--- src/sadc_regs.vh ---
// Register map, field positions, reset values and timing counts of the converter control
`ifndef SADC_REGS_VH
`define SADC_REGS_VH
`define SADC_OFS_CTRL0 8'h00
`define SADC_OFS_CTRL1 8'h04
`define SADC_OFS_RESH 8'h08
`define SADC_OFS_RESL 8'h0C
`define SADC_OFS_STAT 8'h10
`define SADC_OFS_MASK 8'h14
`define SADC_C0_CLK_HI 7
`define SADC_C0_CLK_LO 6
`define SADC_C0_CH_HI 5
`define SADC_C0_CH_LO 3
`define SADC_C0_GO 2
`define SADC_C0_ON 0
`define SADC_C0_WMASK 8'hFD
`define SADC_C1_JUST 7
`define SADC_C1_CLKTOP 6
`define SADC_C1_PCFG_HI 3
`define SADC_C1_PCFG_LO 0
`define SADC_C1_WMASK 8'hCF
`define SADC_STAT_DONE 0
`define SADC_CTRL0_RST 8'h00
`define SADC_CTRL1_RST 8'h00
`define SADC_STAT_RST 1'b0
`define SADC_MASK_RST 1'b0
`define SADC_PINS_RST 8'hFF
`define SADC_CONV_PERIODS 4'd12
`define SADC_RES_BITS 10
`endif

--- src/sadc_top.v ---
// Converter control top: APB registers, pin configuration, conversion control and interrupt
// Overview of operation
// - Three clock select bits pick system clock divide 2..64 or internal RC clock.
// - Channel select value routes that analog input to the sample-and-hold.
// - Writing one to go while powered starts; reads one until conversion ends.
// - Power bit one powers converter; zero shuts it off.
// - Unimplemented control bits read as zero.
// - Justify bit selects right or left aligned result with zero fill.
// - Pin config field sets analog pins and reference sources per code table.
// - Reset forces all analog-capable pins to analog mode.
// - Reset clears control, status and mask registers, powers converter off, aborts conversion.
// - Completion loads result, clears go, sets complete flag.
// - Conversion runs during sleep only with internal RC clock.
// - Ten-bit result by successive approximation of held sample.
// - Each conversion takes twelve conversion clock periods.
// - Result bytes are not cleared by reset.
//
// Register access over APB and the register offsets are this design's own decisions.
`timescale 1ns/1ns
`include "sadc_regs.vh"
module sadc_top (
  input wire pclk,
  input wire presetn,
  input wire psel,
  input wire penable,
  input wire pwrite,
  input wire [7:0] paddr,
  input wire [31:0] pwdata,
  output reg [31:0] prdata,
  output reg pready,
  output reg pslverr,
  output reg irq,
  input wire sleep_mode,
  input wire rc_tick,
  input wire comparator,
  output reg converter_power_on,
  output reg [2:0] input_channel_select,
  output reg sample_hold_track,
  output reg [9:0] dac_code,
  output reg [7:0] pin_analog,
  output reg vref_pos_ext,
  output reg vref_neg_ext
);
  reg [7:0] ctrl0_reg;
  reg [7:0] ctrl1_reg;
  reg [9:0] result_reg;
  reg flag_reg;
  reg mask_reg;
  reg [7:0] rdata_next;
  reg rd_err_next;
  reg [9:0] pcfg_word;
  wire wr_en;
  wire setup;
  wire [7:0] wb;
  wire go_write;
  wire go_clear;
  wire start;
  wire abort;
  wire tick;
  wire busy;
  wire done;
  wire [9:0] code;
  wire [2:0] conv_clock_select;
  wire [3:0] pin_config_select;
  wire result_justify_select;
  wire [7:0] result_high_byte;
  wire [7:0] result_low_byte;

  assign setup = psel && !penable;
  assign wr_en = psel && penable && pready && pwrite;
  assign wb = pwdata[7:0];
  assign conv_clock_select = {ctrl1_reg[`SADC_C1_CLKTOP], ctrl0_reg[`SADC_C0_CLK_HI:`SADC_C0_CLK_LO]};
  assign pin_config_select = ctrl1_reg[`SADC_C1_PCFG_HI:`SADC_C1_PCFG_LO];
  assign result_justify_select = ctrl1_reg[`SADC_C1_JUST];
  assign go_write = wr_en && paddr == `SADC_OFS_CTRL0;
  assign start = go_write && wb[`SADC_C0_GO] && wb[`SADC_C0_ON] && !busy;
  assign go_clear = go_write && (!wb[`SADC_C0_GO] || !wb[`SADC_C0_ON]);
  assign abort = busy && go_clear;

  // Pin map {analog[7:0], vref+ external, vref- external}
  function [9:0] pin_map;
    input [3:0] p;
    begin
      case (p)
        4'h0: pin_map = {8'hFF, 2'b00};
        4'h1: pin_map = {8'hFF, 2'b10};
        4'h2: pin_map = {8'h1F, 2'b00};
        4'h3: pin_map = {8'h1F, 2'b10};
        4'h4: pin_map = {8'h0B, 2'b00};
        4'h5: pin_map = {8'h0B, 2'b10};
        4'h6: pin_map = {8'h00, 2'b00};
        4'h7: pin_map = {8'h00, 2'b00};
        4'h8: pin_map = {8'hFF, 2'b11};
        4'h9: pin_map = {8'h3F, 2'b00};
        4'hA: pin_map = {8'h3F, 2'b10};
        4'hB: pin_map = {8'h3F, 2'b11};
        4'hC: pin_map = {8'h1F, 2'b11};
        4'hD: pin_map = {8'h0F, 2'b11};
        4'hE: pin_map = {8'h01, 2'b00};
        default: pin_map = {8'h0D, 2'b11};
      endcase
    end
  endfunction

  always @* begin
    pcfg_word = pin_map(pin_config_select);
  end

  sadc_clkdiv u_div (
    .clk(pclk),
    .rst_n(presetn),
    .run(busy),
    .sleep_mode(sleep_mode),
    .rc_tick(rc_tick),
    .sel(conv_clock_select),
    .tick(tick)
  );

  sadc_sar #(
    .N(`SADC_RES_BITS)
  ) u_sar (
    .clk(pclk),
    .rst_n(presetn),
    .start(start),
    .abort(abort),
    .tick(tick),
    .cmp(comparator),
    .busy(busy),
    .done(done),
    .code(code)
  );

  // Justified views of the result
  assign result_high_byte = result_justify_select ? {6'h00, result_reg[9:8]} : result_reg[9:2];
  assign result_low_byte = result_justify_select ? result_reg[7:0] : {result_reg[1:0], 6'h00};

  // Control registers
  always @(posedge pclk or negedge presetn) begin
    if (!presetn) begin
      ctrl0_reg <= `SADC_CTRL0_RST;
      ctrl1_reg <= `SADC_CTRL1_RST;
      mask_reg <= `SADC_MASK_RST;
    end else begin
      if (go_write) begin
        ctrl0_reg <= wb & `SADC_C0_WMASK;
        ctrl0_reg[`SADC_C0_GO] <= start || (busy && wb[`SADC_C0_GO] && wb[`SADC_C0_ON]);
      end else if (done) begin
        ctrl0_reg[`SADC_C0_GO] <= 1'b0;
      end
      if (wr_en && paddr == `SADC_OFS_CTRL1) begin
        ctrl1_reg <= wb & `SADC_C1_WMASK;
      end
      if (wr_en && paddr == `SADC_OFS_MASK) begin
        mask_reg <= wb[`SADC_STAT_DONE];
      end
    end
  end

  // Completion flag, set wins over write-one-to-clear
  always @(posedge pclk or negedge presetn) begin
    if (!presetn) begin
      flag_reg <= `SADC_STAT_RST;
    end else if (done) begin
      flag_reg <= 1'b1;
    end else if (wr_en && paddr == `SADC_OFS_STAT && wb[`SADC_STAT_DONE]) begin
      flag_reg <= 1'b0;
    end
  end

  // Result holds across reset
  always @(posedge pclk) begin
    if (done) begin
      result_reg <= code;
    end
  end

  // Read decode
  always @* begin
    rdata_next = 8'h00;
    rd_err_next = 1'b0;
    if (paddr == `SADC_OFS_CTRL0) begin
      rdata_next = ctrl0_reg;
    end else if (paddr == `SADC_OFS_CTRL1) begin
      rdata_next = ctrl1_reg;
    end else if (paddr == `SADC_OFS_RESH) begin
      rdata_next = result_high_byte;
    end else if (paddr == `SADC_OFS_RESL) begin
      rdata_next = result_low_byte;
    end else if (paddr == `SADC_OFS_STAT) begin
      rdata_next = {7'h00, flag_reg};
    end else if (paddr == `SADC_OFS_MASK) begin
      rdata_next = {7'h00, mask_reg};
    end else begin
      rd_err_next = 1'b1;
    end
  end

  // APB answer, one wait-free access phase
  always @(posedge pclk or negedge presetn) begin
    if (!presetn) begin
      prdata <= 32'h00000000;
      pready <= 1'b0;
      pslverr <= 1'b0;
    end else begin
      pready <= setup;
      pslverr <= setup && rd_err_next;
      if (setup && !pwrite) begin
        prdata <= {24'h000000, rdata_next};
      end
    end
  end

  // Analog-side outputs and interrupt
  always @(posedge pclk or negedge presetn) begin
    if (!presetn) begin
      irq <= 1'b0;
      converter_power_on <= 1'b0;
      input_channel_select <= 3'h0;
      sample_hold_track <= 1'b0;
      dac_code <= 10'h000;
      pin_analog <= `SADC_PINS_RST;
      vref_pos_ext <= 1'b0;
      vref_neg_ext <= 1'b0;
    end else begin
      irq <= flag_reg && mask_reg;
      converter_power_on <= ctrl0_reg[`SADC_C0_ON];
      input_channel_select <= ctrl0_reg[`SADC_C0_CH_HI:`SADC_C0_CH_LO];
      sample_hold_track <= ctrl0_reg[`SADC_C0_ON] && !busy;
      dac_code <= busy ? code : 10'h000;
      pin_analog <= pcfg_word[9:2];
      vref_pos_ext <= pcfg_word[1];
      vref_neg_ext <= pcfg_word[0];
    end
  end
endmodule

--- src/sadc_clkdiv.v ---
// Conversion clock enable generator: system clock divider or internal RC tick
`timescale 1ns/1ns
`include "sadc_regs.vh"
module sadc_clkdiv (
  input wire clk,
  input wire rst_n,
  input wire run,
  input wire sleep_mode,
  input wire rc_tick,
  input wire [2:0] sel,
  output reg tick
);
  reg [5:0] cnt_reg;
  wire use_rc;
  wire [5:0] last;

  function [5:0] div_last;
    input [2:0] s;
    begin
      case (s)
        3'h0: div_last = 6'h01;
        3'h1: div_last = 6'h07;
        3'h2: div_last = 6'h1F;
        3'h4: div_last = 6'h03;
        3'h5: div_last = 6'h0F;
        3'h6: div_last = 6'h3F;
        default: div_last = 6'h01;
      endcase
    end
  endfunction

  assign use_rc = (sel[1:0] == 2'b11);
  assign last = div_last(sel);

  always @* begin
    if (!run) begin
      tick = 1'b0;
    end else if (use_rc) begin
      tick = rc_tick;
    end else begin
      tick = !sleep_mode && (cnt_reg == last);
    end
  end

  always @(posedge clk or negedge rst_n) begin
    if (!rst_n) begin
      cnt_reg <= 6'h00;
    end else if (!run || use_rc || sleep_mode || cnt_reg == last) begin
      cnt_reg <= 6'h00;
    end else begin
      cnt_reg <= cnt_reg + 6'h01;
    end
  end
endmodule

--- src/sadc_sar.v ---
// Successive approximation sequencer, twelve conversion periods per result
`timescale 1ns/1ns
`include "sadc_regs.vh"
module sadc_sar #(
  parameter N = `SADC_RES_BITS
) (
  input wire clk,
  input wire rst_n,
  input wire start,
  input wire abort,
  input wire tick,
  input wire cmp,
  output reg busy,
  output reg done,
  output reg [N-1:0] code
);
  reg [3:0] cnt_reg;
  reg [N-1:0] bit_reg;

  always @(posedge clk or negedge rst_n) begin
    if (!rst_n) begin
      busy <= 1'b0;
      done <= 1'b0;
      cnt_reg <= 4'h0;
      bit_reg <= {N{1'b0}};
      code <= {N{1'b0}};
    end else begin
      done <= 1'b0;
      if (abort) begin
        busy <= 1'b0;
        cnt_reg <= 4'h0;
      end else if (start && !busy) begin
        busy <= 1'b1;
        cnt_reg <= 4'h0;
        bit_reg <= {1'b1, {(N-1){1'b0}}};
        code <= {1'b1, {(N-1){1'b0}}};
      end else if (busy && tick) begin
        cnt_reg <= cnt_reg + 4'h1;
        if (cnt_reg >= 4'h1 && cnt_reg <= 4'd10) begin
          code <= (cmp ? code : (code & ~bit_reg)) | (bit_reg >> 1);
          bit_reg <= bit_reg >> 1;
        end
        if (cnt_reg == `SADC_CONV_PERIODS - 4'h1) begin
          busy <= 1'b0;
          done <= 1'b1;
        end
      end
    end
  end
endmodule

--- config.mk ---
export PLATFORM = sky130hd
export DESIGN_NAME = sadc_top
export DESIGN_NICKNAME = d
export VERILOG_FILES = /design/src/sadc_top.v /design/src/sadc_clkdiv.v /design/src/sadc_sar.v
export VERILOG_INCLUDE_DIRS = /design/src
export SDC_FILE = /design/constraint.sdc
export NUM_CORES = 1
export LEC_CHECK = 0
export BUFFER_PORTS_ARGS = -buffer_cell sky130_fd_sc_hd__clkbuf_2
export CORE_MARGIN = 2
export CORE_UTILIZATION = 50
export DETAILED_ROUTE_END_ITERATION = 6
export PLACE_DENSITY = 0.76
export SYNTH_ARGS = -nofsm -noshare
export SYNTH_HDL_FRONTEND = slang
export SYNTH_HIERARCHICAL = 1
export SYNTH_SLANG_ARGS = --single-unit
--- constraint.sdc ---
create_clock -name pclk -period 3.3 [get_ports pclk]
set_clock_uncertainty 0.1 [all_clocks]
set_input_delay 0.33 -clock pclk [delete_from_list [all_inputs] [get_ports pclk]]
set_output_delay 0.33 -clock pclk [all_outputs]
set_load 0.03 [all_outputs]
Word-level counts from Yosys, hierarchy flattened
Memories as Yosys holds them, arrays and structs flattened. A register that Yosys moved wholly into a read port is not among the register bits.
Cells that the tools add are included.
{"block": "classes", "n_addsub": 2, "order_cmp": 2, "n_eq_ne": 13, "n_mux": 41, "bitwise_logic": 4, "n_reduce_logical": 45}
{"operator": "10-bit two-way mux", "n": 8}
{"operator": "8-bit two-way mux", "n": 6}
{"operator": "6-bit case mux with 5 select lines", "n": 1}
{"operator": "1-bit logical AND", "n": 24}
{"operator": "1-bit two-way mux", "n": 22}
{"operator": "8-bit by 4-bit equality test with 1-bit output, second input constant", "n": 2}
{"operator": "8-bit by 5-bit equality test with 1-bit output, second input constant", "n": 2}
{"operator": "4-bit two-way mux", "n": 3}
{"operator": "10-bit bitwise AND", "n": 1}
{"operator": "10-bit inverter", "n": 1}
{"operator": "10-bit by 9-bit OR with 10-bit output", "n": 1}
{"operator": "3-bit equality test, second input constant", "n": 3}
{"operator": "8-bit by 3-bit equality test with 1-bit output, second input constant", "n": 1}
{"operator": "8-bit logical NOT", "n": 1}
{"operator": "2-bit nonzero test", "n": 4}
{"operator": "1-bit logical NOT", "n": 7}
{"operator": "6-bit by 1-bit adder with 6-bit output, second input constant", "n": 1}
{"operator": "6-bit equality test", "n": 1}
{"operator": "6-bit two-way mux", "n": 1}
{"operator": "3-bit nonzero test", "n": 2}
{"operator": "1-bit logical OR", "n": 5}
{"operator": "4-bit by 1-bit adder with 4-bit output, second input constant", "n": 1}
{"operator": "4-bit equality test, second input constant", "n": 1}
{"operator": "4-bit by 1-bit >= comparator with 1-bit output, second input constant", "n": 1}
{"operator": "7 further kinds", "n": 7}
{"block": "word_totals", "reg_bits": 83, "mem_bits_ro": 160, "output_inout_bits": 60, "elab_cells": 128, "memories": 1}
{"name": "(no name shown)", "depth": 16, "width": 10, "rd": 1, "rd_clocked_by_memory_dff": 1, "write_ports": 0, "line": "sadc_top.v:84", "source": "case (p)"}

Depth between registers and ports, before layout
Gate-level depths: netlist (run 1).
{"block": "logic_depth", "ltp_word": 10, "ltp_mapped": 13}

By module
Netlist (run 1), hierarchy kept.
{"mod": "sadc_top", "instances": 1, "cells_per_inst": 224, "area_per_inst_um2": 2686.3, "seq_area_each_um2": 1560.2}
{"mod": "sadc_sar", "instances": 1, "cells_per_inst": 99, "area_per_inst_um2": 1197.4, "seq_area_each_um2": 650.6}
{"mod": "sadc_clkdiv", "instances": 1, "cells_per_inst": 53, "area_per_inst_um2": 474.2, "seq_area_each_um2": 150.1}

Least setup slack after synthesis (run 1)
OpenSTA, ideal clock, no wires.
{"block": "synth_path", "kind": "reg2reg", "start": "reg ctrl0_reg[7]", "end": "reg u_sar.bit_reg[9]", "arrival_time_ps": 2675, "slack_ps": 392, "path_stages_with_launch": 14, "n_path_buf": 3, "period_less_slack_ps": 2908, "path_cell_list": "dfrtp_1 -> inv_1 -> ha_1 -> nand2b_1 -> and3_4 -> o31a_1 -> nor4_4 -> a32o_1 -> buf_2 -> nor4bb_2 -> and2_4 -> buf_6 -> buf_8 -> o21ai_1"}
{"block": "synth_between", "elab_chain_len": 9, "word_cells_on_any_way": 14}
{"element": "from (decl)", "line": "sadc_top.v:44", "source": "reg [7:0] ctrl0_reg;"}
{"element": "from (signal assigned)", "line": "sadc_top.v:140", "source": "ctrl0_reg <= `SADC_CTRL0_RST;"}
{"element": "from (signal assigned)", "line": "sadc_top.v:145", "source": "ctrl0_reg <= wb & `SADC_C0_WMASK;"}
{"element": "from (signal, indexed assignment)", "line": "sadc_top.v:146", "source": "ctrl0_reg[`SADC_C0_GO] <= start || (busy && wb[`SADC_C0_GO] && wb[`SADC_C0_ON]);"}
{"element": "3-bit equality test, or another cell as far along", "line": "sadc_clkdiv.v:20", "source": "case (s)"}
{"element": "6-bit case mux with 5 select lines", "line": "sadc_clkdiv.v:20"}
{"element": "6-bit equality test", "line": "sadc_clkdiv.v:41", "source": "tick = !sleep_mode && (cnt_reg == last);"}
{"element": "1-bit logical AND", "line": "sadc_clkdiv.v:41"}
{"element": "1-bit two-way mux (*)", "line": "sadc_clkdiv.v:38", "source": "end else if (use_rc) begin"}
{"element": "1-bit two-way mux (*)", "line": "sadc_clkdiv.v:36", "source": "if (!run) begin"}
{"element": "named net tick", "line": "sadc_top.v:59", "source": "wire tick;"}
{"element": "1-bit logical AND (*)", "line": "sadc_sar.v:37", "source": "end else if (busy && tick) begin"}
{"element": "2-bit nonzero test (no line) (*)"}
{"element": "3-bit AND reduction (no line) (*)"}
{"element": "to (signal assigned)", "line": "sadc_sar.v:25", "source": "bit_reg <= {N{1'b0}};"}
{"element": "to (signal assigned)", "line": "sadc_sar.v:35", "source": "bit_reg <= {1'b1, {(N-1){1'b0}}};"}
{"element": "to (signal assigned)", "line": "sadc_sar.v:41", "source": "bit_reg <= bit_reg >> 1;"}
{"element": "to (decl)", "line": "sadc_sar.v:18", "source": "reg [N-1:0] bit_reg;"}
Mark *: on every way through the listed nets, which the timed path passes. The rest lies on a longest branch.
A chain may end at the register's enable or synchronous reset.

Worst setup path in the final report (run 1)
{"block": "layout_path", "start": "reg ctrl0_reg[7]", "end": "reg u_sar.bit_reg[4]"}
Same word-level chain as after synthesis.

==> impl_metrics.toml, run 1 <==
[critical_path]
worstSetupPathType = "reg -> reg"
cp-end-kind = "register"
cp.arrival_ps = 3150
worstPathRequired_ps = 3490
crit_fanout = 19
crit_start = "ctrl0_reg[7]"
timing.rr.start = "ctrl0_reg[7]"
crit_path_start_kind = "register"

[cts]
clkTransAtPathRegs_ps = 90
h-tree-depth = 3
cts_hold_buffers = 0
cts_resized = 0
postCtsSetupBuffers = 0
worstSkewPairLatency_ps = 360
cts_made_buffers = 9
clock_sinks = 92
max-clock-path-buffers = 2
cts_root_buffer = "clkbuf_8"
cts_tree = "done"

[layout]
multi_input_area_um2 = 1770
final_layout_size_suffix_gt1_frac = 0.248
num_antenna_cells = 0
nets = 496
regArea_um2 = 2360
syn_to_final_growth_pct = 10.5
fillerInstances = 732

[pwr]
vdd_drop_max_uv = 173
power_density_nw_per_um2 = 404
power_frac_clock = 0.346
power.leakage_nw = 2.29
pwr-share-seq = 0.591
power_switching_mw = 0.478
pwr-share-comb = 0.063
p_int_mw = 1.47
p_total_mw = 1.95
netSwitchingFraction = 0.246

[run_status]
status = "complete, no violations"

[drt]
drc = 0
vias = 2936
wl_um = 8320
wire_per_inst_um = 15.2
drt_pass1_iterations = 5
drtIter0Drc = 97
ant_nets = 0
via_per_inst = 5.36

[sta]
slew_viol_final = 0
tightest_slew_ps = 988
rsz0062_at_grt = "no"
finalCritPeriodShare = 0.895
fin_crit_ps = 2950
finalSetupViolCount = 0
max_slew_margin = 0.341
clock.fmax_mhz = 338
hold_viol = 0
fin_tns_setup_ps = 0

[synthesis]
netlist_area_um2 = 4360
synth-edff-count = 10
yosysWarnings = 6
synth-seq-cells = 92
yosysUniqueCellTypes = 55
seq_area_frac_synth = 0.542
syn_avg_cell_area_um2 = 11.6
ys.flop_type = "dfrtp_1"
async_flop_share = 0.891
synthCells = 376

[global_routing]
grt_pass1_wl_um = 13900
first_global_vias = 2891
grt_remaining_overflow = 0
track_usage = 0.182
antenna_found_initial = 0
grt_max_degree = 83

[floorplan]
pin_count = 108
fp.coreArea_um2 = 8590
die_area_um2 = 9480
die_h_um = 97.4
std_cell_rows = 34
die-width_um = 97.4
initial_core_util = 0.507

[placed_design]
io_buffer_count = 59
gp_congestion = 0.820
hpwl_um = 5950

[hold_path]
hold_class = "in -> async"

[flow_run]
cap_violations = 0
-- per-layer routing --
metal / track usage / up-vias / part of all wire
met5: 0 / - / 0
met4: 0.0641 / 0 / 0.019
met3: 0.0453 / 15 / 0.038
met2: 0.289 / 59 / 0.49
met1: 0.246 / 1450 / 0.45
li1: - / 1412 / -
-- area by class of cell --
class                           instances  area share
Clock buffer                           12      0.0301
Multi-Input combinational cell        257       0.368
Tap cell                              108      0.0281
Inverter                               10     0.00779
Sequential cell                        92       0.490
Timing Repair Buffer                   65      0.0712
Clock inverter                          4     0.00494
-- metrics by stage --
step	std cells	util	hold WS, ps	worst slack [ps]	cell area [um^2]
finish	548	0.561	38.8	346	4820
global placement	532	0.541	300	465	4650
global route	548	0.561	89.4	156	4820
floorplan	399	-	-65.6	392	4440
detailed placement	532	0.541	316	361	4650
CTS	548	0.561	66.6	346	4820
-- power groups by stage --
stage               Sequential, mW  Combinational [mW]  Clock [mW]
floorplan                     1.18              0.0868           0
global placement              1.17               0.121           0
detailed placement            1.17               0.123           0
CTS                           1.15               0.123       0.685
global route                  1.15               0.134       0.739
finish                        1.15               0.122       0.673
-- cell usage in the layout (no fill, tap or decap), types with 3 or more instances in the layout --
cell and count:
dfrtp_1 75, clkbuf_2 58, nand2_1 28, conb_1 24
nor2_1 23, nand3_1 17, and2_1 14, o21ai_0 14
a22oi_1 13, a22o_1 13, ha_1 13, inv_1 10
clkbuf_8 10, edfxtp_1 10, a32o_1 10, mux2_2 8
buf_4 7, dfstp_2 7, nand2b_1 6, nor2b_1 6
mux2_4 6, xnor2_1 6, a21oi_1 5, nor3_1 4
nor4_1 4, xor2_1 4, nand4_1 3, mux2i_1 3
-- worst paths after layout --
path / to / slack, ps / cells past startpoint
worst max register to register: u_sar/bit_reg[4] / 350 / 10
worst min-delay path: ctrl0_reg[3] / 40 / 1
max in group asynchronous: u_sar/cnt_reg[3] / 2440 / 1
worst max-delay path: u_sar/bit_reg[4] / 350 / 10
min in group pclk: ctrl1_reg[1] / 90 / 2
worst min register to register: input_channel_select[2] / 340 / 0
-- cells in the mapped netlist, types with 5 or more instances --
library cell  count  area (um^2)
inv_1            10         37.5
xnor2_1           6         52.6
nand2_1          28          105
and2_1           14         87.6
a21oi_1           5         25.0
a32o_1           10          100
mux2_4            6         90.1
nor2_1           23         86.3
nand3_1          17         85.1
ha_1             13          163
mux2_2            8         90.1
a22oi_1          13         97.6
o21ai_0          14         70.1
dfrtp_1          75         1880
nand2b_1          6         37.5
clkbuf_1          9         33.8
buf_4            25          188
nor2b_1           6         37.5
a22o_1           13          114
dfstp_2           7          184
edfxtp_1         10          300
-- worst max-delay path, cell delays in order, from the launching register on --
cell and delay, ps:
dfrtp_1 490, inv_1 90, ha_1 190, nand2b_1 80, and3_4 170, o31a_1 270, nor4_4 340, a32o_1 230
nor4bb_2 390, and2_4 340, a22o_1 190
-- logic make-up after synthesis --
family,Yosys count,share of synthesized area
other cells,1,0.000861
compound gates,72,0.124
flops,92,0.542
simple gates,121,0.156
xor+xnor,10,0.0201
buf+inv,50,0.0715
mux,17,0.0482
fa+ha+maj,13,0.0373
Power figures use the tool's default switching activity.
==> run 2: changes to the inputs <==
--- a/config.mk
+++ b/config.mk
@@ -9,7 +9,6 @@
 export BUFFER_PORTS_ARGS = -buffer_cell sky130_fd_sc_hd__clkbuf_2
 export CORE_MARGIN = 2
-export CORE_UTILIZATION = 50
+export CORE_UTILIZATION = 40
 export DETAILED_ROUTE_END_ITERATION = 6
-export PLACE_DENSITY = 0.76
 export SYNTH_ARGS = -nofsm -noshare
 export SYNTH_HDL_FRONTEND = slang
==> constraint.sdc (replaced) <==
create_clock -name pclk -period 3.3 [get_ports pclk]
set_clock_uncertainty 0.1 [all_clocks]
set_input_delay 0.495 -clock pclk [delete_from_list [all_inputs] [get_ports pclk]]
set_output_delay 0.495 -clock pclk [all_outputs]
set_load 0.03 [all_outputs]
==> run 2 against run 1 <==
Largest cell class unchanged. Largest power group unchanged. Cell count is 6.0% higher. Critical path type unchanged. Non-clock buffer count rose by 1. Routed wire length increased by 4.8%. Power grew 3.8%. Sequential power barely moved.
==> impl_metrics.toml, run 2 (synthesis gave the netlist of run 1 again) <==
[run_status]
status = "complete, no violations"

[sta]
fin_crit_ps = 2910
clock.fmax_mhz = 343
finalSetupViolCount = 0
worst_slack_ps = 387
slew_viol_final = 0
fin_tns_setup_ps = 0
max_slew_margin = 0.324
hold_viol = 0
finalCritPeriodShare = 0.883
rsz0062_at_grt = "no"
tightest_slew_ps = 1010

[layout]
syn_to_final_growth_pct = 12.1
multi_input_area_um2 = 1770
regArea_um2 = 2360
layout_common_cells = "dfrtp_1, clkbuf_2, nand2_1, conb_1, nor2_1"
mostFrequentLayoutCell = "dfrtp_1"
nets = 497
num_antenna_cells = 0
final_cells = 581
design_area_um2 = 4890
fillerInstances = 1010
final_layout_size_suffix_gt1_frac = 0.249

[critical_path]
worstPathRequired_ps = 3460
r2r-end = "u_sar/bit_reg[3]"
worstSetupPathType = "reg -> reg"
rrSetupSlack_ps = 390
cp-end-kind = "register"
cp.arrival_ps = 3070
crit_path_start_kind = "register"
reg2reg_depth = 10
crit_fanout = 10
timing.rr.start = "ctrl0_reg[7]"

[placed_design]
gp_congestion = 0.733
dp_slack_ps = 368
io_buffer_count = 59
hpwl_um = 6010
place_area_um2 = 4700
dp.cells = 565

[pwr]
pwr-share-comb = 0.061
power_density_nw_per_um2 = 413
power_frac_clock = 0.370
p_int_mw = 1.52
pwr-share-seq = 0.570
power.leakage_nw = 2.29
vdd_drop_max_uv = 173
power_switching_mw = 0.500
netSwitchingFraction = 0.247

[global_routing]
grt_remaining_overflow = 0
grt_max_degree = 83
track_usage = 0.159
first_global_vias = 2750
grt_pass1_wl_um = 14300
antenna_found_initial = 0

[floorplan]
fp.coreArea_um2 = 10700
die-width_um = 108
std_cell_rows = 38
die_h_um = 108
die_area_um2 = 11700
initial_core_util = 0.406
pin_count = 108

[cts]
cts_made_buffers = 9
max-clock-path-buffers = 2
worstSkewPairLatency_ps = 370
cts_hold_buffers = 0
postCtsSetupBuffers = 0
h-tree-depth = 3
cts_root_buffer = "clkbuf_8"
clock_sinks = 92
cts_resized = 0
clkTransAtPathRegs_ps = 90
cts_tree = "done"

[hold_path]
hold_class = "in -> async"

[flow_run]
cap_violations = 0

[drt]
drc = 0
drtIter0Drc = 114
ant_nets = 0
wl_um = 8720
vias = 2916
wire_per_inst_um = 15.0
via_per_inst = 5.02
drt_pass1_iterations = 5
run 2: worst max path at each step:
stage / startpoint / end / slack, ps / cells after the start
CTS: ctrl0_reg[7] / u_sar/bit_reg[4] / 350 / 10
detailed placement: ctrl0_reg[7] / u_sar/bit_reg[3] / 370 / 10
floorplan: ctrl0_reg[7] / u_sar/bit_reg[9] / 390 / 13
global placement: ctrl0_reg[7] / u_sar/bit_reg[3] / 420 / 10
finish: ctrl0_reg[7] / u_sar/bit_reg[3] / 390 / 10
global route: ctrl0_reg[7] / u_sar/bit_reg[0] / 150 / 10
run 2: through the flow:
stage / utilization / hold WS, ps / power, mW
finish: 0.455 / 205 / 2.02
global route: 0.455 / 254 / 2.10
CTS: 0.455 / 236 / 2.04
detailed placement: 0.437 / 306 / 1.30
global placement: 0.437 / 302 / 1.30
floorplan: - / 99.4 / 1.27
run 2: critical path, cell delays in order (launching register included):
cell	delay [ps]
dfrtp_1	490
inv_1	90
ha_1	190
nand2b_1	80
and3_4	170
o31a_1	260
nor4_4	320
a32o_1	240
nor4bb_2	390
a21oi_2	200
a22o_1	260
run 2: cell type report:
cell class                      count  share of cell area
Sequential cell                    92               0.483
Multi-Input combinational cell    257               0.363
Timing Repair Buffer               66              0.0717
Tap cell                          140              0.0359
Clock buffer                        9              0.0254
Clock inverter                      7              0.0136
Inverter                           10             0.00768
run 2: power by group through the flow:
stage / clock [mW] / combinational [mW] / sequential [mW]
after floorplan: 0 / 0.0868 / 1.18
after global placement: 0 / 0.122 / 1.17
after detailed placement: 0 / 0.124 / 1.17
after CTS: 0.768 / 0.124 / 1.15
after global routing: 0.813 / 0.136 / 1.15
final: 0.747 / 0.122 / 1.15
run 2: metal layers:
metal / GRT usage / share of wire / vias up
met5: 0 / 0 / -
met2: 0.241 / 0.46 / 60
li1: - / - / 1405
met1: 0.221 / 0.48 / 1438
met4: 0.0604 / 0.016 / 0
met3: 0.0368 / 0.041 / 13
